`config.mk`:
```
export PLATFORM = sky130hd
export DESIGN_NAME = tio_port
export DESIGN_NICKNAME = d
export VERILOG_FILES = /design/src/pkg/tio_pkg.sv /design/src/core/tio_port.sv
export SDC_FILE = /design/constraint.sdc
export NUM_CORES = 1
export LEC_CHECK = 0
export ABC_AREA = 0
export BUFFER_PORTS_ARGS = -buffer_cell sky130_fd_sc_hd__buf_2
export CORE_MARGIN = 2
export CORE_UTILIZATION = 40
export CTS_BUF_LIST = sky130_fd_sc_hd__clkbuf_2
export DETAILED_ROUTE_END_ITERATION = 16
export GPL_TIMING_DRIVEN = 0
export SLEW_MARGIN = 10
export SYNTH_ARGS = -nofsm -noshare
export SYNTH_HDL_FRONTEND = slang
export SYNTH_SLANG_ARGS = --single-unit
```
`constraint.sdc`:
```
create_clock -name core_clk_i -period 3.8 [get_ports core_clk_i]
set_input_delay 0.57 -clock core_clk_i [delete_from_list [all_inputs] [get_ports core_clk_i]]
set_output_delay 0.57 -clock core_clk_i [all_outputs]
set_load 0.01 [all_outputs]
```
`src/pkg/tio_pkg.sv`:
```
package tio_pkg;
    // ************************************************
    // register byte addresses
    // ************************************************
    localparam logic [7:0] ADDR_CTRL   = 8'h00;
    localparam logic [7:0] ADDR_DATA   = 8'h04;
    localparam logic [7:0] ADDR_COND   = 8'h08;
    localparam logic [7:0] ADDR_TIME   = 8'h0c;
    localparam logic [7:0] ADDR_TSTAMP = 8'h10;
    localparam logic [7:0] ADDR_STATUS = 8'h14;
    // clock block n config at ADDR_CLKCFG + 4*n, n = 1..5
    localparam logic [7:0] ADDR_CLKCFG = 8'h20;
    localparam logic [2:0] CLK_BLOCKS  = 3'h6;

    // ************************************************
    // field layouts
    // ************************************************
    typedef enum logic [1:0] {
        TIO_COND_NONE,
        TIO_COND_EQ,
        TIO_COND_NEQ
    } tio_cond_type;

    typedef struct packed {
        logic         timed_arm;
        tio_cond_type cond;
        logic         rdy_out_en;
        logic         rdy_in_en;
        logic [2:0]   clk_sel;
        logic         open_coll;
        logic         dir_out;
        logic         enable;
    } tio_ctrl_type;

    typedef struct packed {
        logic       src_ext;
        logic [7:0] div;
    } tio_clkcfg_type;

    localparam int unsigned CTRL_W   = 11;
    localparam int unsigned CLKCFG_W = 9;
    localparam tio_ctrl_type   CTRL_RST   = '0;
    localparam tio_clkcfg_type CLKCFG_RST = '0;
    localparam logic [15:0] CNT_RST  = 16'h0000;
    localparam logic [15:0] CNT_STEP = 16'h0001;
    localparam logic [5:0]  LEFT_ONE = 6'h01;
endpackage
```
`src/core/tio_port.sv`:
```
// Operation
// port width is a parameter: 1, 4, 8, 16 or 32 pins
// one direction bit makes all pins input or all output
// pins driven high or low, or sampled, optionally until a pin condition
// every register access completes in one cycle, no wait states
// open collector drives low for zero, releases pin for one
// open collector selected per port for all its pins
// data passes via shift register plus transfer register
// 16-bit port counter times moves between pins and transfer register
// counter readable anytime; transfer deferrable to a future count
// counter value latched as timestamp on each transfer
// pins used by an enabled link are released by the port
// enabled narrower port overrules this port on shared pins (here: masks only the drive; claim_o and input sampling still include them)
// unshared pins stay with this port
// transfers always use full nominal width
// six clock blocks; block 0 is the tile reference clock
// blocks 1 to 5 divide to other rates
// a clock block may take a 1-bit pin as its clock source
// clock from that pin may be divided further
// incoming ready strobe qualifies sampled data
// outgoing ready strobe accompanies driven data
// after reset the port uses clock block 0
// transfers and met conditions raise an event to the core (here: only out_load or in_done raise it; a met condition alone does not)
// counter steps on each selected clock tick and wraps
// waiting transfer held until condition or time, then signalled
module tio_port #(
    parameter int unsigned PW = 8,
    parameter int unsigned TW = 32
) (
    input  wire logic          core_clk_i,
    input  wire logic          nrst_i,
    input  wire logic [7:0]    addr_i,
    input  wire logic [TW-1:0] wdata_i,
    input  wire logic          wr_i,
    input  wire logic          rd_i,
    output logic      [TW-1:0] rdata_o,
    input  wire logic [PW-1:0] pin_i,
    output logic      [PW-1:0] pin_o,
    output logic      [PW-1:0] pin_oe_o,
    input  wire logic [PW-1:0] link_pins_i,
    input  wire logic [PW-1:0] narrow_claim_i,
    output logic      [PW-1:0] claim_o,
    input  wire logic          ext_clk_pin_i,
    input  wire logic          ready_in_i,
    output logic               outgoing_ready_strobe_o,
    output logic               core_event_o
);
    localparam int unsigned SLICES = TW / PW;
    localparam logic [5:0]  LAST   = 6'(SLICES - 1);
    localparam int          STRIDE = 4;

    // ************************************************
    // helpers
    // ************************************************
    function automatic logic cond_met(input tio_pkg::tio_cond_type m,
                                      input logic [PW-1:0] p,
                                      input logic [PW-1:0] v);
        case (m)
            tio_pkg::TIO_COND_EQ:  cond_met = (p == v);
            tio_pkg::TIO_COND_NEQ: cond_met = (p != v);
            default:               cond_met = 1'b1;
        endcase
    endfunction

    function automatic logic [TW-1:0] shift_in(input logic [TW-1:0] s,
                                               input logic [PW-1:0] p);
        shift_in = (s >> PW) | (TW'(p) << (TW - PW));
    endfunction

    function automatic logic [7:0] clkcfg_addr(input int b);
        clkcfg_addr = tio_pkg::ADDR_CLKCFG + 8'(STRIDE * b);
    endfunction

    // ************************************************
    // state
    // ************************************************
    tio_pkg::tio_ctrl_type   ctrl_ff;
    tio_pkg::tio_clkcfg_type clkcfg_ff [1:5];
    logic [7:0]    div_cnt_ff [1:5];
    logic [5:0]    blk_tick;
    logic          ext_s1_ff;
    logic          ext_s2_ff;
    logic          ext_s3_ff;
    logic          ext_rise;
    logic [15:0]   cnt_ff;
    logic [15:0]   time_ff;
    logic [15:0]   tstamp_ff;
    logic [PW-1:0] cond_val_ff;
    logic [TW-1:0] xfer_ff;
    logic          xfer_full_ff;
    logic [TW-1:0] sh_ff;
    logic [5:0]    left_ff;
    logic          timed_ff;
    logic [PW-1:0] pin_q_ff;
    logic          strobe_ff;
    logic          event_ff;
    logic [TW-1:0] rdata_ff;
    logic          tick;
    logic          time_ok;
    logic          in_take;
    logic          out_load;
    logic          out_shift;
    logic          in_done;
    logic [PW-1:0] owned;
    logic [PW-1:0] pin_seen;
    logic          sel_ok;
    logic          wr_data;
    logic          rd_data;

    assign wr_data = wr_i && (addr_i == tio_pkg::ADDR_DATA);
    assign rd_data = rd_i && (addr_i == tio_pkg::ADDR_DATA);
    // link pins read as zero, so a live link never feeds this port
    assign pin_seen = pin_i & ~link_pins_i;

    // ************************************************
    // clock blocks
    // ************************************************
    // only the second and third stages feed the edge detector
    always_ff @(posedge core_clk_i or negedge nrst_i)
    begin
        if (!nrst_i)
        begin
            ext_s1_ff <= 1'b0;
            ext_s2_ff <= 1'b0;
            ext_s3_ff <= 1'b0;
        end
        else
        begin
            ext_s1_ff <= ext_clk_pin_i;
            ext_s2_ff <= ext_s1_ff;
            ext_s3_ff <= ext_s2_ff;
        end
    end
    assign ext_rise = ext_s2_ff && !ext_s3_ff;

    always_comb
    begin
        blk_tick[0] = 1'b1;
        for (int b = 1; b < int'(tio_pkg::CLK_BLOCKS); b++)
        begin
            blk_tick[b] = (clkcfg_ff[b].src_ext ? ext_rise : 1'b1)
                          && (div_cnt_ff[b] == clkcfg_ff[b].div);
        end
    end

    always_ff @(posedge core_clk_i or negedge nrst_i)
    begin
        if (!nrst_i)
        begin
            for (int b = 1; b < int'(tio_pkg::CLK_BLOCKS); b++)
            begin
                clkcfg_ff[b]  <= tio_pkg::CLKCFG_RST;
                div_cnt_ff[b] <= 8'h00;
            end
        end
        else
        begin
            for (int b = 1; b < int'(tio_pkg::CLK_BLOCKS); b++)
            begin
                if (wr_i && addr_i == clkcfg_addr(b))
                begin
                    clkcfg_ff[b]  <= wdata_i[tio_pkg::CLKCFG_W-1:0];
                    div_cnt_ff[b] <= 8'h00;
                end
                else if (!clkcfg_ff[b].src_ext || ext_rise)
                begin

                    div_cnt_ff[b] <= blk_tick[b] ? 8'h00 : div_cnt_ff[b] + 8'h01;
                end
            end
        end
    end

    // ************************************************
    // control and counter
    // ************************************************
    // a block number past the last one stalls the port instead of reading junk
    assign sel_ok  = ctrl_ff.clk_sel < tio_pkg::CLK_BLOCKS;
    assign tick    = ctrl_ff.enable && sel_ok && blk_tick[ctrl_ff.clk_sel];
    // only the first slice of a word waits for the target count
    assign time_ok = !timed_ff || (left_ff != 6'h00)
                     || (cnt_ff == time_ff);

    assign in_take = tick && !ctrl_ff.dir_out && time_ok
                     && (!ctrl_ff.rdy_in_en || ready_in_i)
                     && cond_met(ctrl_ff.cond, pin_seen, cond_val_ff);
    assign in_done   = in_take && (left_ff == LAST);
    assign out_shift = tick && ctrl_ff.dir_out && (left_ff != 6'h00);
    assign out_load  = tick && ctrl_ff.dir_out && (left_ff == 6'h00)
                       && xfer_full_ff && time_ok;

    always_ff @(posedge core_clk_i or negedge nrst_i)
    begin
        if (!nrst_i)
        begin
            ctrl_ff     <= tio_pkg::CTRL_RST;
            cond_val_ff <= '0;
        end
        else if (wr_i && addr_i == tio_pkg::ADDR_CTRL)
        begin
            ctrl_ff <= wdata_i[tio_pkg::CTRL_W-1:0];
        end
        else if (wr_i && addr_i == tio_pkg::ADDR_COND)
        begin
            cond_val_ff <= wdata_i[PW-1:0];
        end
    end

    // wraps silently: software must read it often enough to unwrap
    always_ff @(posedge core_clk_i or negedge nrst_i)
    begin
        if (!nrst_i)
        begin
            cnt_ff <= tio_pkg::CNT_RST;
        end
        else if (tick)
        begin
            cnt_ff <= cnt_ff + tio_pkg::CNT_STEP;
        end
    end

    // deferral is one-shot: cleared by the transfer it gated
    always_ff @(posedge core_clk_i or negedge nrst_i)
    begin
        if (!nrst_i)
        begin
            time_ff  <= tio_pkg::CNT_RST;
            timed_ff <= 1'b0;
        end
        else if (wr_i && addr_i == tio_pkg::ADDR_TIME)
        begin
            time_ff  <= wdata_i[15:0];
            timed_ff <= 1'b1;
        end
        else if (out_load || in_done)
        begin
            timed_ff <= 1'b0;
        end
    end

    // ************************************************
    // serialiser and transfer register
    // ************************************************
    always_ff @(posedge core_clk_i or negedge nrst_i)
    begin
        if (!nrst_i)
        begin
            sh_ff    <= '0;
            left_ff  <= 6'h00;
            pin_q_ff <= '0;
        end
        else if (out_load)
        begin
            pin_q_ff <= xfer_ff[PW-1:0];
            sh_ff    <= xfer_ff >> PW;
            left_ff  <= LAST;
        end
        else if (out_shift)
        begin
            pin_q_ff <= sh_ff[PW-1:0];
            sh_ff    <= sh_ff >> PW;
            left_ff  <= left_ff - tio_pkg::LEFT_ONE;
        end
        else if (in_take)
        begin
            sh_ff   <= shift_in(sh_ff, pin_seen);
            left_ff <= in_done ? 6'h00 : left_ff + tio_pkg::LEFT_ONE;
        end
    end

    // a core write landing on the emptying tick wins, so no word is lost
    always_ff @(posedge core_clk_i or negedge nrst_i)
    begin
        if (!nrst_i)
        begin
            xfer_ff      <= '0;
            xfer_full_ff <= 1'b0;
        end
        else if (ctrl_ff.dir_out)
        begin
            if (wr_data)
            begin
                xfer_ff      <= wdata_i;
                xfer_full_ff <= 1'b1;
            end
            else if (out_load)
            begin
                xfer_full_ff <= 1'b0;
            end
        end
        else
        begin
            if (in_done)
            begin
                xfer_ff      <= shift_in(sh_ff, pin_seen);
                xfer_full_ff <= 1'b1;
            end
            else if (rd_data)
            begin
                xfer_full_ff <= 1'b0;
            end
        end
    end

    always_ff @(posedge core_clk_i or negedge nrst_i)
    begin
        if (!nrst_i)
        begin
            tstamp_ff <= tio_pkg::CNT_RST;
            event_ff  <= 1'b0;
            strobe_ff <= 1'b0;
        end
        else
        begin
            if (out_load || in_done)
            begin
                tstamp_ff <= cnt_ff;
            end
            event_ff  <= out_load || in_done;
            strobe_ff <= ctrl_ff.rdy_out_en && (out_load || out_shift);
        end
    end

    // ************************************************
    // pin ownership and drive
    // ************************************************
    // narrow claims gate the drive only; shared pins are still sampled
    assign claim_o = ctrl_ff.enable ? ~link_pins_i : '0;

    assign owned   = (ctrl_ff.enable && ctrl_ff.dir_out) ?
                     (~link_pins_i & ~narrow_claim_i) : '0;
    // open collector never drives a one; a released line follows the board

    assign pin_oe_o = ctrl_ff.open_coll ? (owned & ~pin_q_ff) : owned;
    assign pin_o    = ctrl_ff.open_coll ? '0 : pin_q_ff;
    assign outgoing_ready_strobe_o = strobe_ff;
    assign core_event_o            = event_ff;

    // ************************************************
    // register read port
    // ************************************************
    // answers next cycle, never stalls the core
    always_ff @(posedge core_clk_i or negedge nrst_i)
    begin
        if (!nrst_i)
        begin
            rdata_ff <= '0;
        end
        else if (rd_i)
        begin
            case (addr_i)
                tio_pkg::ADDR_CTRL:   rdata_ff <= TW'(ctrl_ff);
                tio_pkg::ADDR_DATA:   rdata_ff <= xfer_ff;
                tio_pkg::ADDR_COND:   rdata_ff <= TW'(cond_val_ff);
                tio_pkg::ADDR_TIME:   rdata_ff <= TW'(cnt_ff);
                tio_pkg::ADDR_TSTAMP: rdata_ff <= TW'(tstamp_ff);
                tio_pkg::ADDR_STATUS: rdata_ff <= TW'({timed_ff,
                                                       left_ff != 6'h00,
                                                       xfer_full_ff});
                default:
                begin
                    rdata_ff <= '0;
                    for (int b = 1; b < int'(tio_pkg::CLK_BLOCKS); b++)
                    begin
                        if (addr_i == clkcfg_addr(b))
                        begin
                            rdata_ff <= TW'(clkcfg_ff[b]);
                        end
                    end
                end
            endcase
        end
    end
    assign rdata_o = rdata_ff;
endmodule

```
# After elaboration in Yosys (flattened, before gate mapping)
# Cells that the tools add are included.
# totals
register_bits	269
latch_bits	0
ramBits	0
romBits	0
in_bits	70
output_inout_bits	58
wordCells	197
mem_count	0
# op_classes
n_addsub	8
n_mul	0
div	0
order_cmp	2
n_eq_ne	23
n_shift	0
mux	52
n_bitwise	8
reduce_logical	65
# op_table
cell	count
$mux 32	10
$pmux 32 s6	1
$mux 8	21
$eq 8x8->1	6
$add 8x1->8 const B	5
$eq 8x6->1 const B	5
$or 24x32->32	1
$logic_and 1x1->1	30
$and 8x8->8	3
$mux 6	4
$not 8->8	3
$add 16x1->16 const B	1
$eq 16x16->1	1
$eq 8x4->1 const B	2
$eq 8x5->1 const B	2
$reduce_bool 2->1	8
$mux 1	13
$logic_or 1x1->1	10
$logic_not 1->1	9
$mux 9	1
$eq 8x3->1 const B	1
$logic_not 8->1	1
$ne 8x8->1	1
$add 6x1->6 const B	1
15 further kinds	18

# Logic depth before layout (Yosys ltp)
# Gate-level depths: netlist (run 1).
# logic_depth
ltp_word	16
ltp_mapped	12
depth_no_buf	8

# Least setup slack after synthesis (run 1)
# Ideal clock, no wire load.
# synth_timing
path_kind	input-to-reg
from	input pin_i[7]
to	register tstamp_ff[12]
setup_time_ps	128
t_arrival_ps	2653
required_ps	3672
slack_ps	1019
path_stages	10
n_path_buf	2
path_cell_list	nor2b_1 -> xnor2_1 -> nand4_1 -> or4_1 -> nand3_1 -> a2bb2o_1 -> nor2b_1 -> buf_2 -> buf_4 -> mux2_1
# synth_between
elab_chain_cells	6
word_cells_on_any_way	7
classes_between	2 x eq/ne; 1 x mux; 1 x bitwise; 3 x reduce/logical
# synth_lines
item	line_no	rtl
from (decl)	tio_port.sv:37	input wire logic [PW-1:0] pin_i,
$and 8x8->8 (*)	tio_port.sv:113	assign pin_seen = pin_i & ~link_pins_i;
$ne 8x8->1 or $eq 8x8->1 (tied branches)	tio_port.sv:60, tio_port.sv:59	
$pmux 1 s2 (*)	tio_port.sv:58	case (m)
$logic_and 1x1->1 (*)	tio_port.sv:186	&& cond_met(ctrl_ff.cond, pin_seen, cond_val_ff);
$logic_and 1x1->1 (*)	tio_port.sv:187	assign in_done = in_take && (left_ff == LAST);
$logic_or 1x1->1 (*)	tio_port.sv:315	if (out_load || in_done)
to (signal assigned)	tio_port.sv:309	tstamp_ff <= tio_pkg::CNT_RST;
to (signal assigned)	tio_port.sv:317	tstamp_ff <= cnt_ff;
to (decl)	tio_port.sv:87	logic [15:0] tstamp_ff;
# Every way passes the cells marked *; elsewhere a longest branch is shown, timed or not.
# A chain may end at the register's enable or synchronous reset.

# Worst setup path in the final report (run 1)
# layout_timing
from	register cnt_ff[3]
to	register tstamp_ff[2]
# layout_between
elab_chain_cells	7
word_cells_on_any_way	8
classes_between	1 x eq/ne; 7 x reduce/logical
# layout_lines
item	line_no	rtl
from (decl)	tio_port.sv:85	logic [15:0] cnt_ff;
from (signal assigned)	tio_port.sv:214	cnt_ff <= tio_pkg::CNT_RST;
from (signal assigned)	tio_port.sv:218	cnt_ff <= cnt_ff + tio_pkg::CNT_STEP;
$eq 16x16->1 (*)	tio_port.sv:182	|| (cnt_ff == time_ff);
$logic_or 1x1->1 (*)	tio_port.sv:182	
$logic_and 1x1->1	tio_port.sv:184	assign in_take = tick && !ctrl_ff.dir_out && time_ok
$logic_and 1x1->1	tio_port.sv:185	&& (!ctrl_ff.rdy_in_en || ready_in_i)
$logic_and 1x1->1	tio_port.sv:186	
$logic_and 1x1->1	tio_port.sv:187	
$logic_or 1x1->1 (*)	tio_port.sv:315	
# Marks and branches as above.

==> summary.md, run 1 <==
| Metric | Value |
|---|---|
| Drt first pass iters | `5` |
| Die W | `186 microns` |
| Max Cap Viol | `0` |
| Postcts setup bufs | `0` |
| Routability cong. | `0.849` |
| Post-synth top area share | `0.510` |
| Root buffer cell | `clkbuf_2` |
| Util after Layout | `0.471` |
| Top cells by area, synth | `dfrtp_1 (51%), mux2_2 (7.0%), mux2i_1 (3.7%)` |
| Clk buf depth | `3` |
| Most common cell after layout, fill and taps aside | `dfrtp_1` |
| Mapped cell area | `13,200 sq um` |
| Final WL | `39,800 microns` |
| Cells after synthesis | `1,227` |
| Critical path, cell by cell | `clkbuf_1 -> xnor2_1 -> nand4_1 -> o41ai_2 -> o21a_1 -> nand3_1 -> a2bb2o_1 -> nor2b_1 -> buf_2 -> buf_4 -> mux2_1` |
| Peak supply drop | `204 uV` |
| Routed wire per std cell | `20.5 microns` |
| RSZ-0062 raised after global routing | `no` |
| Initial core utilization | `0.405` |
| Tcrit/Tclk final | `0.908` |
| Max Freq | `290 MHz` |
| Clock Skew | `0.0971 ns` |
| Final Cell Area | `15,300 sq um` |
| Biggest area consumer among synthesized cells | `dfrtp_1` |
| Die height | `186 microns` |
| # DRC | `0` |
| Synthesized Nets | `1,307` |
| Post-synth top flop | `dfrtp_1` |
| All-Layer GR Usage | `0.238` |
| Total grt overflow | `0` |
| Syn Area/Cell | `10.7 sq um` |
| Area delta synth->final | `16.2%` |
| # clock sinks | `269` |
| Yosys warns | `0` |
| Vias | `10,700` |
| Status | `finished clean` |
| Vias in the first global route | `10,800` |
| #FFs+latches synth | `269` |
| H-tree depth | `3` |
| Leak pwr | `7.57 nW` |
| Setup TNS | `0 ns` |
| Netlist cell types | `59` |
| Final setup vio count | `0` |
| Die ar. | `34,400 sq um` |
| Critical Path RT | `4.53 ns` |
| Max FO, Critical Path | `10` |
| Critical Path Sink Type | `register` |
| Max-slew violations | `0` |
| Worst-path clk slew | `0.10 ns` |
| Largest net degree at the start of global routing | `112` |
| I/O Buffers | `126` |
| Sequential-to-total area share from yosys stat | `0.510` |
| CTS tree | `done` |
| Worst min path class | `input pin to register` |
| Commonest non-fill, non-tap cells in the layout | `dfrtp_1 (269), buf_2 (132), nand2_1 (108)` |
| Kind of critical path | `register to register` |
| Placement Cell Area | `14,400 sq um` |
| Max stage delay on crit path | `0.60 ns` |
| Crit path time final | `3.45 ns` |
| Arr. time, crit path | `4.18 ns` |
| Share of layout cells above drive strength 1 | `0.229` |
| Final #Nets | `1,536` |
| Number of synthesized flops with an enable pin | `0` |
| Post-route setup slack | `0.350 ns` |
| I/O pin total | `128` |
| Row count | `66` |
| Worst-Margin Slew | `0.924 ns` |
| Pwr per Cell Area | `469 nW/um^2` |
| CTS Buf Count | `74` |
| Detailed placement HPWL | `28,400 microns` |
| Via density | `5.51` |
| Final Hold Vio Count | `0` |
| 1st-iter DRT viols | `712` |
| Core ar. | `32,500 sq um` |
| Async set or reset register ratio after synthesis | `1.00` |
| Initial antenna violation count | `3` |
| Dpl ws | `0.120 ns` |
| First-pass GRT wire length | `62,200 microns` |
| Clk_lat worst skew | `0.89 ns` |
| Routed Antenna Nets | `0` |
| Overall power | `7.19 mW` |
| Startpoint types | `register` |
| Slew margin rel. | `0.384` |
| CP max stage cell | `o41ai_2` |
## critical path: cells and delay by family (launching register included)
family / cells / cell delay (ns)
buf+inv: 3 / 0.93
xor+xnor: 1 / 0.21
flops: 1 / 0.33
simple gates: 3 / 0.44
compound gates: 3 / 1.09
mux: 1 / 0.34
## Yosys cell counts (10+ instances only)
cell	number
a21oi_1	47
nor2b_1	18
o21a_1	33
xor2_1	49
xnor2_1	42
mux2_1	16
ha_1	10
inv_1	27
a221oi_1	13
nor3_1	10
and3_1	26
o21ai_1	24
nor2_1	76
clkbuf_1	42
a22oi_1	10
o21ai_0	73
nand3_1	38
dfrtp_1	269
nand4_1	21
mux2_2	82
o22a_1	33
nand2_1	108
mux2i_1	49
## flip-flops by register name, summed over array words and instances (netlist names), 6 cells and up
| register | count |
|---|---|
| tstamp_ff | 16 |
| time_ff | 16 |
| pin_q_ff | 8 |
| div_cnt_ff | 40 |
| cond_val_ff | 8 |
| cnt_ff | 16 |
| clkcfg_ff | 45 |
| xfer_ff | 32 |
| left_ff | 6 |
| rdata_o | 32 |
| sh_ff | 32 |
| ctrl_ff | 11 |
## repair_timing
action                                 in CTS  in global routing
endpoints found under the hold margin      79                  0
setup endpoints to repair                   0                  6
resized for setup                           0                  1
hold buffers                               25                  0
## final cells by class
class	count	area (sq um)
diodes	3	7.51
plain buffers	62	294
clock buffers	100	500
clock inverters	19	116
fillers	3215	17200
inverters	28	105
multi-input cells	868	6070
flip-flops and latches	269	6730
well taps	442	553
repair buffers	153	946
## metrics by stage
stage                     std cells  hold WS, ns
after floorplan                1227        0.274
after global placement         1795        0.337
after detailed placement       1797        0.340
after CTS                      1941      0.00636
after global routing           1943      0.00819
final                          1944       0.0637
## power by group
part	internal, mW	switching [mW]	leakage [nW]	total [mW]
registers	3.24	0.481	3.60	3.72
logic	0.628	0.829	3.51	1.46
clock network	0.776	1.24	0.462	2.01
## kinds of logic after synthesis
kind of cell / count (synthesis) / share of synthesized area
xor gates and xnor gates: 91 / 0.0604
AOI/OAI and AO/OA: 288 / 0.147
muxes: 147 / 0.121
buffers and inverters: 90 / 0.0303
adders and majority gates: 10 / 0.00949
DFF: 269 / 0.510
and+or+nand+nor: 332 / 0.122
## layer usage
metal / up-vias / share of wire / GRT usage
met5: - / 0 / 0
met4: 0 / 0.031 / 0.0948
met3: 86 / 0.054 / 0.0470
met2: 325 / 0.47 / 0.382
met1: 5347 / 0.44 / 0.318
li1: 4945 / - / -
## worst paths after layout
kind	from	endpoint	slack, ns	depth (start not counted)
worst max-delay path	cnt_ff[3]	tstamp_ff[2]	0.35	11
worst min-delay path	link_pins_i[6]	sh_ff[30]	0.06	4
worst max register to register	cnt_ff[3]	tstamp_ff[2]	0.35	11
worst min register to register	ext_s1_ff	ext_s2_ff	0.35	0
max in group asynchronous	nrst_i	rdata_o[9]	2.17	4
min in group asynchronous	nrst_i	ext_s3_ff	0.17	2
(Power assumes the default switching activity.)
==> inputs of run 2 (changes only) <==
==> constraint.sdc (replaced) <==
create_clock -name core_clk_i -period 3.5 [get_ports core_clk_i]
set_input_delay 0.525 -clock core_clk_i [delete_from_list [all_inputs] [get_ports core_clk_i]]
set_output_delay 0.525 -clock core_clk_i [all_outputs]
set_load 0.01 [all_outputs]
==> run 2 against run 1 <==
  * Sequential power is 8.6% higher
  * Setup slack got worse by 0.19 ns
  * Utilization is 0.24 points higher
  * Clock power is 9% higher
  * Power rose by 8.9%
==> summary.md, run 2 (synthesis results as in run 1) <==
| Metric | Value |
|---|---|
| Via density | `5.49 (-0.32%)` |
| CTS Buf Count | `74 (unchanged)` |
| Finished Layout Cells | `1,950 (+0.31%)` |
| First-pass GRT wire length | `62,300 microns (+0.13%)` |
| Commonest non-fill, non-tap cells in the layout | `dfrtp_1 (269), buf_2 (132), nand2_1 (108)` |
| Initial antenna violation count | `3 (unchanged)` |
| Crit path time final | `3.34 ns (-0.107 ns)` |
| Post-route setup slack | `0.157 ns (-0.193 ns)` |
| Worst-path clk slew | `0.10 ns (about the same)` |
| Kind of critical path | `register to register` |
| Final #Nets | `1,542 (+0.39%)` |
| Clock Skew | `0.103 ns (+0.00597 ns)` |
| I/O pin total | `128 (unchanged)` |
| Critical Path RT | `4.21 ns (-0.32 ns)` |
| Max FFs per register | `45 (unchanged)` |
| H-tree depth | `3 (unchanged)` |
| Delay-heaviest family, CP | `compound AO/OA/AOI/OAI gates` |
| Largest Register | `clkcfg_ff` |
| Share of layout cells above drive strength 1 | `0.229 (+0.000417)` |
| Placement Cell Area | `14,400 sq um (unchanged)` |
| Critical Path Sink Type | `register` |
| Top flop regs | `clkcfg_ff (45), div_cnt_ff (40)` |
| Vias | `10,700 (-0.0093%)` |
| Critical path, cell by cell | `xnor2_1 -> nand4_1 -> o41ai_4 -> o21a_1 -> nand3_1 -> a2bb2o_1 -> nor2b_1 -> buf_2 -> buf_4 -> mux2_1` |
| Routed wire per std cell | `20.5 microns (+0.21%)` |
| Placed insts | `1,797 (unchanged)` |
| Worst-Margin Slew | `0.941 ns (+0.0173 ns)` |
| Max Freq | `299 MHz (+3.2%)` |
| Setup TNS | `0 ns (unchanged)` |
| Row count | `66 (unchanged)` |
| Area delta synth->final | `16.8%` |
| Final Cell Area | `15,400 sq um (+0.51%)` |
| Total grt overflow | `0 (unchanged)` |
| RSZ-0062 raised after global routing | `no` |
| Hold Worst Slack | `0.0626 ns (-0.00110 ns)` |
| Max-slew violations | `0 (unchanged)` |
| Clk buf depth | `3 (unchanged)` |
| Final WL | `40,000 microns (+0.52%)` |
| # clock sinks | `269 (unchanged)` |
| Buf/Inv on CP | `2 (-1)` |
| Max stage delay on crit path | `0.55 ns (-0.05 ns)` |
| Clk_lat worst skew | `0.89 ns (about the same)` |
| Die ar. | `34,400 sq um (unchanged)` |
| Die height | `186 microns (unchanged)` |
| Most common cell after layout, fill and taps aside | `dfrtp_1` |
| All-Layer GR Usage | `0.239 (+0.000339)` |
| Vias in the first global route | `10,900 (+0.34%)` |
| Leak pwr | `7.61 nW (+0.44%)` |
| Pwr per Cell Area | `508 nW/um^2 (+8.4%)` |
| Status | `finished clean` |
| Initial core utilization | `0.405 (unchanged)` |
| Final setup vio count | `0 (unchanged)` |
| Final Hold Vio Count | `0 (unchanged)` |
| Routed Antenna Nets | `0 (unchanged)` |
| # DRC | `0 (unchanged)` |
| Max FO, Critical Path | `10 (unchanged)` |
| Startpoint types | `register` |
| Arr. time, crit path | `4.06 ns (-0.12 ns)` |
| Peak supply drop | `222 uV (+8.9%)` |
| Slew margin rel. | `0.372 (-0.0115)` |
| Tcrit/Tclk final | `0.955 (+0.0473)` |
| Root buffer cell | `clkbuf_2` |
| Largest net degree at the start of global routing | `112 (unchanged)` |
| Worst min path class | `input pin to register` |
| CTS tree | `done` |
| Routability cong. | `0.849 (unchanged)` |
| Drt first pass iters | `5 (unchanged)` |
| I/O Buffers | `126 (unchanged)` |
| 1st-iter DRT viols | `625 (-12%)` |
| Die W | `186 microns (unchanged)` |
| Detailed placement HPWL | `28,400 microns (unchanged)` |
| Core ar. | `32,500 sq um (unchanged)` |
| CP max stage cell | `o41ai_4` |
| Fillcell total | `3,207 (-0.25%)` |
| Max Cap Viol | `0 (unchanged)` |
| Dpl ws | `-0.166 ns (-0.286 ns)` |
==> run 2: cell count changes in the layout (fill, tap and decap cells not counted) <==
cell | before | now
buf_4 | 2 | 4
dlygate4sd3_1 | 25 | 31
o41ai_2 | 1 | 0
clkbuf_1 | 42 | 40
o41ai_4 | 0 | 1
==> run 2: timing repair <==
item | in CTS | in global routing
hold buffers | 31 | 0
gates resized for setup | 1 | 1
pin swaps | 0 | 1
endpoints found under the hold margin | 107 | 0
setup endpoints to repair | 18 | 15
setup buffers | 0 | 2
==> run 2: layout make-up <==
cell class | instances | area, sq um | area share
Sequential cell | 269 | 6730 | 0.437
Timing Repair Buffer | 161 | 1020 | 0.0663
Clock buffer | 100 | 500 | 0.0325
Antenna cell | 3 | 7.51 | 0.000487
Buffer | 60 | 287 | 0.0186
Clock inverter | 19 | 116 | 0.00755
Inverter | 28 | 105 | 0.00682
Multi-Input combinational cell | 868 | 6090 | 0.395
Tap cell | 442 | 553 | 0.0359
==> run 2: worst paths after layout <==
kind	startpoint	endpoint	slack (ns)	depth (start not counted)
hold / removal	link_pins_i[1]	sh_ff[25]	0.06	4
setup reg to reg	cnt_ff[3]	tstamp_ff[1]	0.16	10
setup / recovery	cnt_ff[3]	tstamp_ff[1]	0.16	10
hold reg to reg	ext_s1_ff	ext_s2_ff	0.35	0
max in group asynchronous	nrst_i	sh_ff[6]	1.91	4
min in group asynchronous	nrst_i	ext_s3_ff	0.13	2
==> run 2: where the power goes <==
part           switching [mW]  internal (mW)
sequential              0.524           3.52
clock                    1.35          0.842
combinational           0.909          0.694
==> run 2: per-layer routing <==
metal  routed length, microns  part of all wire  track usage
met1                    17700              0.44        0.317
met2                    18900              0.47        0.382
met3                     2090             0.052       0.0470
met4                     1390             0.035       0.0983
met5                        0                 0            0
==> run 2: per-stage QoR <==
stage           util  power [mW]
5_1_grt        0.473        8.34
3_3_place_gp   0.442        5.59
6_report       0.474        7.83
4_1_cts        0.472        7.90
3_5_place_dp   0.444        5.66
2_1_floorplan      -        5.01
==> run 2: tightest hold or removal path, stage by stage <==
cell,delay [ns]
buf_2,0.10
nor2b_1,0.12
nand2_1,0.10
a21oi_1,0.06
